## src/core/taf_pkg.sv

```systemverilog
// shared constants and types of the thermal assist and fetch throttle
// assumes a 32-bit special-register move port on the processor clock
package taf_pkg;
  // -----------------------------------------------------------------
  // types
  // -----------------------------------------------------------------
  typedef logic [9:0] taf_spr_t;
  typedef logic [31:0] taf_word_t;
  typedef enum logic [1:0] {
    TAF_IDLE = 2'b01,
    TAF_SETTLE = 2'b10
  } taf_state_t;
  // -----------------------------------------------------------------
  // special register numbers
  // -----------------------------------------------------------------
  localparam taf_spr_t SPR_THROTTLE = 10'h3fb;
  localparam taf_spr_t SPR_THR_A = 10'h3fc;
  localparam taf_spr_t SPR_THR_B = 10'h3fd;
  localparam taf_spr_t SPR_CTRL = 10'h3fe;
  localparam taf_spr_t SPR_SDA = 10'h3bf;
  localparam taf_spr_t SPR_USDA = 10'h3af;
  // -----------------------------------------------------------------
  // field positions
  // -----------------------------------------------------------------
  localparam int TH_TIN = 0;
  localparam int TH_TIV = 1;
  localparam int TH_LVL_LSB = 2;
  localparam int TH_LVL_MSB = 8;
  localparam int TH_DIR = 29;
  localparam int TH_IE = 30;
  localparam int TH_V = 31;
  localparam int FT_FI_LSB = 23;
  localparam int FT_FI_MSB = 30;
  localparam int FT_EN = 31;
  localparam int TC_SAMPLE_INTERVAL_LSB = 18;
  localparam int TC_SAMPLE_INTERVAL_MSB = 30;
  localparam int TC_EN = 31;
  // -----------------------------------------------------------------
  // reset values
  // -----------------------------------------------------------------
  localparam logic [7:0] FI_RESET = 8'h00;
  localparam logic [6:0] LVL_RESET = 7'h00;
  localparam logic [12:0] SAMPLE_INTERVAL_RESET = 13'h0000;
  localparam logic [7:0] GAP_MAX = 8'hff;
endpackage

```

## src/core/taf_thermal_throttle.sv

```systemverilog
// thermal assist unit and instruction fetch throttle
// assumes supervisor state and the external interrupt enable come from
// the core, and an asynchronous analog comparator result
//
// What this block does
// - forward interval field in throttle bits 23-30
// - throttle bit 31 enables fetch throttling
// - throttle writes act on forwarding immediately
// - throttle register at special register 1019
// - bit 0 flags threshold crossed, read-only
// - bit 1 flags comparison result valid
// - bits 2-8 hold threshold in degrees
// - bit 29 picks above or below
// - bit 30 and core enable gate interrupt
// - flag still updates with interrupt disabled
// - bit 31 clear excludes threshold from comparison
// - compare only when enabled and one valid
// - single threshold or time-multiplexed dual threshold
// - threshold write clears its valid, restarts
// - control write clears both valids, restarts
// - control bit 31 is global compare enable
// - wait sample interval clocks before sampling
// - thermal registers at 1020, 1021, 1022
`timescale 1ns/1ns
`default_nettype none
module taf_thermal_throttle (
  // clock and reset
  input wire logic clock,
  input wire logic resetn,
  // special-register moves
  input wire logic spr_supervisor,
  input wire logic spr_write,
  input wire logic spr_read,
  input wire taf_pkg::taf_spr_t spr_num,
  input wire taf_pkg::taf_word_t spr_wdata,
  output var taf_pkg::taf_word_t spr_rdata,
  output logic spr_ack,
  output logic spr_error,
  // interrupt
  input wire logic external_irq_enable,
  output logic thermal_irq,
  // sensor comparator
  input wire logic sensor_above,
  output logic [6:0] dac_threshold,
  // instruction forwarding
  input wire logic fetch_req,
  output logic fetch_forward
);
  import taf_pkg::*;

  // -----------------------------------------------------------------
  // register port decode
  // -----------------------------------------------------------------
  logic sup_wr;
  logic sup_rd;
  logic wr_ft;
  logic wr_ctrl;
  logic [1:0] wr_th;
  logic restart;
  logic mapped;

  // unimplemented sample address registers take writes silently
  function automatic logic spr_mapped(taf_spr_t num, logic wr);
    return (num inside {SPR_THROTTLE, SPR_THR_A, SPR_THR_B, SPR_CTRL})
      || (wr && (num inside {SPR_SDA, SPR_USDA}));
  endfunction

  // write strobes, supervisor only
  assign sup_wr = spr_supervisor && spr_write;
  assign sup_rd = spr_supervisor && spr_read;
  assign mapped = spr_mapped(spr_num, spr_write);
  assign wr_ft = sup_wr && (spr_num == SPR_THROTTLE);
  assign wr_th[0] = sup_wr && (spr_num == SPR_THR_A);
  assign wr_th[1] = sup_wr && (spr_num == SPR_THR_B);
  assign wr_ctrl = sup_wr && (spr_num == SPR_CTRL);
  assign restart = wr_ctrl || (|wr_th);

  // -----------------------------------------------------------------
  // fetch throttle
  // -----------------------------------------------------------------
  logic ft_en;
  logic [7:0] ft_fi;
  logic [7:0] gap;
  logic eff_en;
  logic [7:0] eff_fi;

  // throttle control register
  always_ff @(posedge clock or negedge resetn) begin
    if (!resetn) begin
      ft_en <= 1'b0;
      ft_fi <= FI_RESET;
    end else if (wr_ft) begin
      ft_en <= spr_wdata[FT_EN];
      ft_fi <= spr_wdata[FT_FI_MSB:FT_FI_LSB];
    end
  end

  // write data bypass so a new setting acts in its own cycle
  assign eff_en = wr_ft ? spr_wdata[FT_EN] : ft_en;
  assign eff_fi = wr_ft ? spr_wdata[FT_FI_MSB:FT_FI_LSB] : ft_fi;

  // clocks since the last forward, saturating
  always_ff @(posedge clock or negedge resetn) begin
    if (!resetn) begin
      gap <= GAP_MAX;
    end else if (fetch_req && fetch_forward) begin
      gap <= 8'h01;
    end else if (gap != GAP_MAX) begin
      gap <= gap + 8'h01;
    end
  end

  // unthrottled when disabled, else spaced by the interval
  assign fetch_forward = !eff_en || (gap >= eff_fi);

  // -----------------------------------------------------------------
  // thermal registers
  // -----------------------------------------------------------------
  logic tc_en;
  logic [12:0] tc_sample_interval;
  logic th_v [2];
  logic th_ie [2];
  logic th_dir [2];
  logic th_tin [2];
  logic th_tiv [2];
  logic [6:0] th_lvl [2];
  taf_word_t th_word [2];
  logic above_meta;
  logic above_sync;
  taf_state_t state;
  logic sel;
  logic [12:0] cnt;
  logic run;
  logic sample;

  // control register
  always_ff @(posedge clock or negedge resetn) begin
    if (!resetn) begin
      tc_en <= 1'b0;
      tc_sample_interval <= SAMPLE_INTERVAL_RESET;
    end else if (wr_ctrl) begin
      tc_en <= spr_wdata[TC_EN];
      tc_sample_interval <= spr_wdata[TC_SAMPLE_INTERVAL_MSB:TC_SAMPLE_INTERVAL_LSB];
    end
  end

  // per-threshold fields and status
  for (genvar g = 0; g < 2; g++) begin : g_thr
    always_ff @(posedge clock or negedge resetn) begin
      if (!resetn) begin
        th_v[g] <= 1'b0;
        th_ie[g] <= 1'b0;
        th_dir[g] <= 1'b0;
        th_lvl[g] <= LVL_RESET;
        th_tin[g] <= 1'b0;
        th_tiv[g] <= 1'b0;
      end else if (wr_th[g]) begin
        th_v[g] <= spr_wdata[TH_V];
        th_ie[g] <= spr_wdata[TH_IE];
        th_dir[g] <= spr_wdata[TH_DIR];
        th_lvl[g] <= spr_wdata[TH_LVL_MSB:TH_LVL_LSB];
        th_tiv[g] <= 1'b0;
      end else if (wr_ctrl) begin
        th_tiv[g] <= 1'b0;
      end else if (sample && (sel == 1'(g))) begin
        // result recorded whether or not the interrupt is enabled
        th_tin[g] <= th_dir[g] ? !above_sync : above_sync;
        th_tiv[g] <= 1'b1;
      end
    end
    // read view, reserved bits read as zero
    assign th_word[g] = {th_v[g], th_ie[g], th_dir[g], 20'h0_0000,
                         th_lvl[g], th_tiv[g], th_tin[g]};
  end

  // -----------------------------------------------------------------
  // comparison sequencer
  // -----------------------------------------------------------------
  // next register to compare: the other one if valid, else this one
  function automatic logic pick_next(logic v0, logic v1, logic cur);
    return (cur ? v0 : v1) ? !cur : cur;
  endfunction

  // comparator result synchroniser
  always_ff @(posedge clock or negedge resetn) begin
    if (!resetn) begin
      above_meta <= 1'b0;
      above_sync <= 1'b0;
    end else begin
      above_meta <= sensor_above;
      above_sync <= above_meta;
    end
  end

  assign run = tc_en && (th_v[0] || th_v[1]);
  assign sample = (state == TAF_SETTLE) && (cnt >= tc_sample_interval) && !restart;

  // settle timer and time-multiplexed selection
  always_ff @(posedge clock or negedge resetn) begin
    if (!resetn) begin
      state <= TAF_IDLE;
      sel <= 1'b0;
      cnt <= 13'h0000;
    end else if (!run || restart) begin
      state <= TAF_IDLE;
      cnt <= 13'h0000;
    end else begin
      case (state)
        TAF_IDLE: begin
          state <= TAF_SETTLE;
          sel <= pick_next(th_v[0], th_v[1], 1'b1);
          cnt <= 13'h0000;
        end
        TAF_SETTLE: begin
          if (sample) begin
            sel <= pick_next(th_v[0], th_v[1], sel);
            cnt <= 13'h0000;
          end else begin
            cnt <= cnt + 13'h0001;
          end
        end
        default: begin
          state <= TAF_IDLE;
        end
      endcase
    end
  end

  // threshold presented to the converter
  always_ff @(posedge clock or negedge resetn) begin
    if (!resetn) begin
      dac_threshold <= LVL_RESET;
    end else begin
      dac_threshold <= th_lvl[sel];
    end
  end

  // interrupt request, masked by the core enable
  assign thermal_irq = external_irq_enable
    && ((th_ie[0] && th_tiv[0] && th_tin[0])
    || (th_ie[1] && th_tiv[1] && th_tin[1]));

  // -----------------------------------------------------------------
  // read data and answers
  // -----------------------------------------------------------------
  always_ff @(posedge clock or negedge resetn) begin
    if (!resetn) begin
      spr_rdata <= 32'h0000_0000;
      spr_ack <= 1'b0;
      spr_error <= 1'b0;
    end else begin
      spr_ack <= spr_supervisor && (spr_write || spr_read) && mapped;
      spr_error <= (spr_write || spr_read) && !(spr_supervisor && mapped);
      if (sup_rd && mapped) begin
        case (spr_num)
          SPR_THROTTLE: spr_rdata <= {ft_en, ft_fi, 23'h00_0000};
          SPR_THR_A: spr_rdata <= th_word[0];
          SPR_THR_B: spr_rdata <= th_word[1];
          SPR_CTRL: spr_rdata <= {tc_en, tc_sample_interval, 18'h0_0000};
          default: spr_rdata <= 32'h0000_0000;
        endcase
      end
    end
  end
endmodule // taf_thermal_throttle
`default_nettype wire

```

## config.mk

```make
export PLATFORM = sky130hd
export DESIGN_NAME = taf_thermal_throttle
export DESIGN_NICKNAME = d
export VERILOG_FILES = /design/src/core/taf_pkg.sv /design/src/core/taf_thermal_throttle.sv
export SDC_FILE = /design/constraint.sdc
export NUM_CORES = 1
export LEC_CHECK = 0
export BUFFER_PORTS_ARGS = -buffer_cell sky130_fd_sc_hd__buf_2
export CELL_PAD_IN_SITES_DETAIL_PLACEMENT = 1
export CELL_PAD_IN_SITES_GLOBAL_PLACEMENT = 1
export CORE_MARGIN = 2
export CORE_UTILIZATION = 44
export DETAILED_ROUTE_END_ITERATION = 7
export PLACE_DENSITY = 0.79
export SYNTH_ARGS = -nofsm -noshare
export SYNTH_HDL_FRONTEND = slang
export SYNTH_SLANG_ARGS = --single-unit
export TNS_END_PERCENT = 5
```

## constraint.sdc

```tcl
create_clock -name clock -period 3.4 [get_ports clock]
set_input_delay 0.51 -clock clock [delete_from_list [all_inputs] [get_ports clock]]
set_output_delay 0.51 -clock clock [all_outputs]
set_load 0.02 [all_outputs]
```

==> results of run 1 <==
[metrics by stage]
step / cell area [um^2] / setup TNS [ps] / worst slack, ps
after global routing: 6128 / 0 / 3.904
after CTS: 6117 / 0 / 14.41
after detailed placement: 5802 / -20.59 / -20.59
final: 6128 / 0 / 151.7
after floorplan: 5325 / 0 / 106.0
after global placement: 5802 / 0 / 91.48
[critical path, cell delays in order]
cell and delay, ps:
buf_2 120, nand3b_1 220, nor4_4 180, and2b_2 240
mux2_2 370, ha_1 270, nand2b_1 150, a21oi_1 160
o21ai_0 110, o211ai_1 140, nand3_1 110, buf_2 170
[final timing paths]
kind | slack, ps | endpoint | cells after the start
min in group clock | 270 | above_meta$_DFF_PN0_ | 1
worst max-delay path | 150 | fetch_forward | 12
worst min-delay path | 230 | dac_threshold[0]$_DFF_PN0_ | 1
max in group asynchronous | 2300 | state[0]$_DFFE_PN1P_ | 2
worst min register to register | 350 | above_sync$_DFF_PN0_ | 0
worst max register to register | 720 | th_tin[1]$_DFFE_PN0P_ | 7
[cell usage after synthesis, types with 3 or more instances]
cell,number,area [um^2]
dfstp_2,9,236.5
buf_2,3,15.01
buf_4,9,67.56
inv_1,29,108.9
ha_1,25,312.8
o31ai_1,10,75.07
a32oi_1,3,26.28
mux2_2,45,506.7
mux2i_1,16,160.2
nand3_1,18,90.09
nand2_1,45,168.9
xor2_1,11,96.34
a22oi_1,8,60.06
nor2b_1,3,18.77
o21ai_0,19,95.09
nand2b_1,3,18.77
a21o_1,4,30.03
nor2_1,24,90.09
dfrtp_1,96,2402
a21oi_1,14,70.07
nand4_1,7,43.79
xnor2_1,3,26.28
and3_1,6,37.54
clkbuf_1,8,30.03
a31oi_1,3,18.77
[kinds of logic (layout without fill, tap and decap cells)]
| group | Yosys count | count (layout) | share of synthesized area |
|---|---|---|---|
| and+or+nand+nor | 125 | 125 | 0.1243 |
| DFF | 105 | 105 | 0.4983 |
| xor gates and xnor gates | 14 | 14 | 0.02316 |
| adders and majority gates | 25 | 25 | 0.05907 |
| other | 1 | 9 | 0.0007082 |
| buffers and inverters | 52 | 129 | 0.04938 |
| muxes | 63 | 63 | 0.1309 |
| AOI/OAI and AO/OA | 82 | 82 | 0.1141 |
[metal layers]
layer  share of wire  global-route usage  wire (um)
met5               0                   0          0
met4           0.015             0.06260        187
met3           0.035             0.03719        451
met2            0.51              0.3629       6511
met1            0.44              0.2770       5667
[report_power, final]
part	leakage [nW]	internal (mW)	switching, mW
Clock	0.157	0.617	0.479
Combinational	1.48	0.0494	0.0875
Sequential	1.42	1.26	0.0105
Total	3.05	1.93	0.577
[layout make-up]
type	instances	area [um^2]
clock buffer	11	252.7
clock inverter	5	61.31
fill	1293	5733
inverter	29	108.9
multi-input combinational	318	2430
sequential	105	2639
tap	147	183.9
timing repair buffer	84	452.9
[state kept, by name (all words and copies together), names as in the netlist, 7 cells and up]
register            cells
spr_rdata              23
cnt                    13
tc_sample_interval     13
ft_fi                   8
th_lvl                 14
gap                     8
dac_threshold           7
[what timing repair did]
| item | CTS | global route |
|---|---|---|
| pin swaps | 0 | 2 |
| gates resized for setup | 1 | 1 |
| endpoints found under the setup margin | 1 | 1 |
| setup buffers | 0 | 1 |
==> flow_metrics.py, run 1 <==
metrics = {
    "status": {
        "status": "finished clean",
    },
    "min_path": {
        "worstHoldPathType": "in -> async",
    },
    "yosys": {
        "ys_seq_elements": 105,
        "ys_seq_area_frac": 0.4983,
        "syn-cell-area_um2": 5295,
        "synthCells": 467,
        "synth_edf_count": 0,
        "yosys_most_used_dff": "dfrtp_1",
        "synth_cell_type_count": 63,
        "synthArstFlopShare": 1.000,
        "syn_avg_cell_area_um2": 11.34,
        "yosys_warnings": 0,
    },
    "clock_tree": {
        "clock_path_buffers": 2,
        "cts_sinks": 105,
        "clock-root-buffer": "clkbuf_16",
        "ctsHtreeMaxLevel": 3,
        "clkTransAtPathRegs_ps": 70,
        "cts_tree": "yes",
        "numCtsBuffers": 9,
        "cts_hold_buf": 0,
        "clock_latency_ps": 350,
    },
    "floorplan": {
        "row_count": 40,
        "coreArea_um2": 11860,
        "die_height_um": 113.7,
        "die_w_um": 113.7,
        "io_pins": 93,
        "start_util": 0.4464,
        "dieArea_um2": 12930,
    },
    "sta": {
        "period_needed_ps": 3248,
        "fin_crit_sh": 0.9554,
        "final_max_slew_viol_count": 0,
        "whs_ps": 233.6,
        "rsz0062_at_grt": "no",
        "hold_viol": 0,
        "slew_headroom": 0.4576,
        "max_clock_freq_ghz": 0.3079,
        "finalClockSkew_ps": 8.728,
        "final-setup-viol-count": 0,
        "worst_pin_slew_ps": 807.6,
    },
    "drt": {
        "vias_per_cell": 5.492,
        "avgRoutedWirePerCell_um": 18.34,
        "drtIter0Drc": 162,
        "drt_wl_total_mm": 12.82,
        "vias": 3839,
        "drt_pass1_iterations": 4,
        "antenna_left": 0,
        "detail_route.drc_violations": 0,
    },
    "cells_and_area": {
        "antenna_cells": 0,
        "final_cells": 699,
        "final_cell_mix": "dfrtp_1, buf_2, nand2_1, mux2_2, inv_1",
        "postLayoutCoreUtil": 0.5167,
        "finalNetCount": 622,
        "drive_above_1_share": 0.3152,
        "final_common_cell": "dfrtp_1",
        "area_growth_pct": 15.74,
    },
    "critical_path": {
        "crit_path_start": "spr_num[2]",
        "cp.arrival_ps": 2740,
        "cp_max_fo": 4,
        "startpoint_type": "input pin",
        "critical_path_class": "in -> out",
        "cp.required_ps": 2890,
        "worstReg2RegStart": "cnt[1]$_DFFE_PN0P_",
        "cp-end-kind": "output port",
    },
    "grt": {
        "overflow": 0,
        "grt_max_degree": 63,
        "gr-usage-all-layers": 0.2118,
        "antenna_found_initial": 0,
        "grt_pass1_vias": 4221,
        "grt_pass1_wl_mm": 21.49,
    },
    "placed_design": {
        "dp.cells": 682,
        "gp_congestion": 0.7772,
        "place_hpwl_mm": 9.158,
        "numPortBuffers": 72,
    },
    "power_and_ir_drop": {
        "leakage_nw": 3.050,
        "total_power_mw": 2.506,
        "power_density_nw_per_um2": 408.9,
        "ir_worst_vdd_mv": 0.2183,
    },
    "job": {
        "drv_cap": 0,
    },
}
(Power assumes the default switching activity.)
==> inputs of run 2 (changes only) <==
--- a/config.mk
+++ b/config.mk
@@ -9,9 +9,9 @@
 export CELL_PAD_IN_SITES_DETAIL_PLACEMENT = 1
 export CELL_PAD_IN_SITES_GLOBAL_PLACEMENT = 1
 export CORE_MARGIN = 2
-export CORE_UTILIZATION = 44
+export CORE_UTILIZATION = 40
 export DETAILED_ROUTE_END_ITERATION = 7
-export PLACE_DENSITY = 0.79
+export PLACE_DENSITY = 0.76
 export SYNTH_ARGS = -nofsm -noshare
 export SYNTH_HDL_FRONTEND = slang
 export SYNTH_SLANG_ARGS = --single-unit
==> constraint.sdc (replaced) <==
create_clock -name clock -period 2.9 [get_ports clock]
set_input_delay 0.435 -clock clock [delete_from_list [all_inputs] [get_ports clock]]
set_output_delay 0.435 -clock clock [all_outputs]
set_load 0.02 [all_outputs]
==> run 2 against run 1 <==
  * The run now ends with negative setup slack left
  * Register-to-register slack lost 420 ps
  * Global-route usage fell by 1.3 points
  * Combinational power up 34%
  * Utilization down 3.2 points
  * Non-clock buffer count up 14
  * Final area is 3.4% higher
  * Cell count increased by 6.2%
  * Routed wire length is 4.4% higher
  * Highest routed layer unchanged
==> flow_metrics.py, run 2 (synthesis results as in run 1) <==
metrics = {
    "status": {
        "status": "complete, but fails checks",
        "violations": "negative setup slack",
    },
    "sta": {
        "slew_headroom": 0.5227,
        "hold_viol": 0,
        "whs_ps": 121.1,
        "worst_pin_slew_ps": 716.0,
        "max_clock_freq_ghz": 0.3341,
        "period_needed_ps": 2993,
        "finalClockSkew_ps": 5.688,
        "final_max_slew_viol_count": 0,
        "final-setup-viol-count": 1,
        "rsz0062_at_grt": "yes",
        "fin_crit_sh": 1.032,
        "layout_setup_ws_ps": -92.95,
    },
    "critical_path": {
        "cp-end-kind": "output port",
        "cp.required_ps": 2470,
        "max_stage_delay_ps": 320,
        "cp_max_fo": 8,
        "crit_slowest_cell": "mux2_4",
        "path_cells": "buf_6, nand3b_1, nor4_4, and2b_2, buf_12, mux2_4, ha_4, nand2b_4, a21oi_2, o21ai_1, o211ai_1, nand3_2, buf_6",
        "cp_common_cell": "buf_6",
        "startpoint_type": "input pin",
        "cp.arrival_ps": 2560,
        "critical_path_class": "in -> out",
    },
    "clock_tree": {
        "cts_sinks": 105,
        "ctsHtreeMaxLevel": 3,
        "clock_latency_ps": 350,
        "clock_path_buffers": 2,
        "clock-root-buffer": "clkbuf_16",
        "clkTransAtPathRegs_ps": 60,
        "numCtsBuffers": 9,
        "cts_hold_buf": 0,
        "cts_tree": "yes",
    },
    "drt": {
        "detail_route.drc_violations": 0,
        "antenna_left": 0,
        "drt_wl_total_mm": 13.38,
        "drtIter0Drc": 146,
        "drt_pass1_iterations": 4,
        "avgRoutedWirePerCell_um": 18.03,
        "vias_per_cell": 5.270,
        "vias": 3910,
    },
    "grt": {
        "grt_max_degree": 54,
        "grt_pass1_vias": 4311,
        "use_met3": 0.02778,
        "gr-usage-all-layers": 0.1988,
        "antenna_found_initial": 0,
        "busiest_layer": "met2",
        "grt_pass1_wl_mm": 22.07,
        "overflow": 0,
        "met2_usage": 0.3376,
        "grt_util_met1": 0.2547,
    },
    "cells_and_area": {
        "drive_above_1_share": 0.3339,
        "final_common_cell": "dfrtp_1",
        "area_growth_pct": 19.66,
        "fin_area_um2": 6336,
        "final_cell_mix": "dfrtp_1, buf_2, nand2_1",
        "top_register": "spr_rdata",
        "largest_reg_flops": 23,
        "finalNetCount": 636,
        "largest_registers": "spr_rdata: 23 flops, th_lvl: 14 flops",
        "antenna_cells": 0,
    },
    "placed_design": {
        "gp_congestion": 0.8036,
        "place_hpwl_mm": 9.477,
        "numPortBuffers": 72,
        "dpl_cell_area_um2": 5973,
    },
    "floorplan": {
        "row_count": 42,
        "dieArea_um2": 14170,
        "coreArea_um2": 13090,
        "io_pins": 93,
        "die_height_um": 119.1,
        "start_util": 0.4047,
        "die_w_um": 119.1,
    },
    "min_path": {
        "worstHoldPathType": "in -> async",
    },
    "power_and_ir_drop": {
        "ir_worst_vdd_mv": 0.2222,
        "power_density_nw_per_um2": 447.4,
        "leakage_nw": 3.114,
    },
    "job": {
        "drv_cap": 0,
    },
}
run 2: cell types whose count changed in the layout (fill, tap and decap cells not counted), moves of 2 or more:
cell      previous run  this run
clkbuf_1             0         5
mux2_2              45        43
a21oi_2              1         3
a21oi_1             14        12
buf_2               71        65
inv_6                2         0
mux2_4               1         3
buf_6                0         5
buf_4               13        27
run 2: power breakdown:
group	total (mW)	leakage, nW	switching (mW)	internal (mW)
combinational	0.183	1.57	0.110	0.0734
clock	1.16	0.131	0.525	0.633
sequential	1.49	1.42	0.0126	1.48
run 2: what timing repair did:
| item | in CTS | in global routing |
|---|---|---|
| buffers inserted | 3 | 0 |
| resized for setup | 13 | 2 |
| pin swaps | 4 | 0 |
| gates cloned | 0 | 0 |
| setup endpoints to repair | 1 | 1 |
run 2: metrics by stage:
step	util	instances	worst slack [ps]	power, mW	setup TNS, ps
2_1_floorplan	-	475	-67.11	1.607	-67.11
3_3_place_gp	0.4565	723	-140.0	1.689	-869.5
3_5_place_dp	0.4565	723	-197.0	1.697	-1405
4_1_cts	0.4838	742	-106.4	2.865	-106.4
5_1_grt	0.4842	742	-235.3	2.932	-235.3
6_report	0.4842	742	-92.95	2.835	-92.95
run 2: per-layer routing:
layer | routed length [um] | part of all wire | vias to the layer above
met5 | 0 | 0 | -
met4 | 231 | 0.017 | 0
met3 | 278 | 0.021 | 15
met2 | 6850 | 0.51 | 48
met1 | 6018 | 0.45 | 2020
li1 | - | - | 1827
run 2: path summary, 6_finish.rpt:
path	to	depth (start not counted)	from	slack, ps
max	fetch_forward	13	spr_num[2]	-90
max reg2reg	th_tin[1]$_DFFE_PN0P_	8	tc_sample_interval[4]$_DFFE_PN0P_	300
min	dac_threshold[0]$_DFF_PN0_	1	resetn	120
min reg2reg	above_sync$_DFF_PN0_	0	above_meta$_DFF_PN0_	350
max in group asynchronous	dac_threshold[6]$_DFF_PN0_	2	resetn	1970
min in group clock	above_meta$_DFF_PN0_	1	sensor_above	190
run 2: critical path, delay by kind of cell:
| family | cells | cell delay, ps |
|---|---|---|
| simple gates | 5 | 880 |
| buf+inv | 3 | 360 |
| compound gates | 3 | 340 |
| mux | 1 | 320 |
| fa+ha+maj | 1 | 210 |
run 2: area by class of cell:
cell class | instances | area [um^2]
clock buffer | 16 | 271.5
fill | 1443 | 6749
inverter | 29 | 108.9
multi-input combinational | 318 | 2492
sequential | 105 | 2639
tap | 176 | 220.2
timing repair buffer | 98 | 604.3
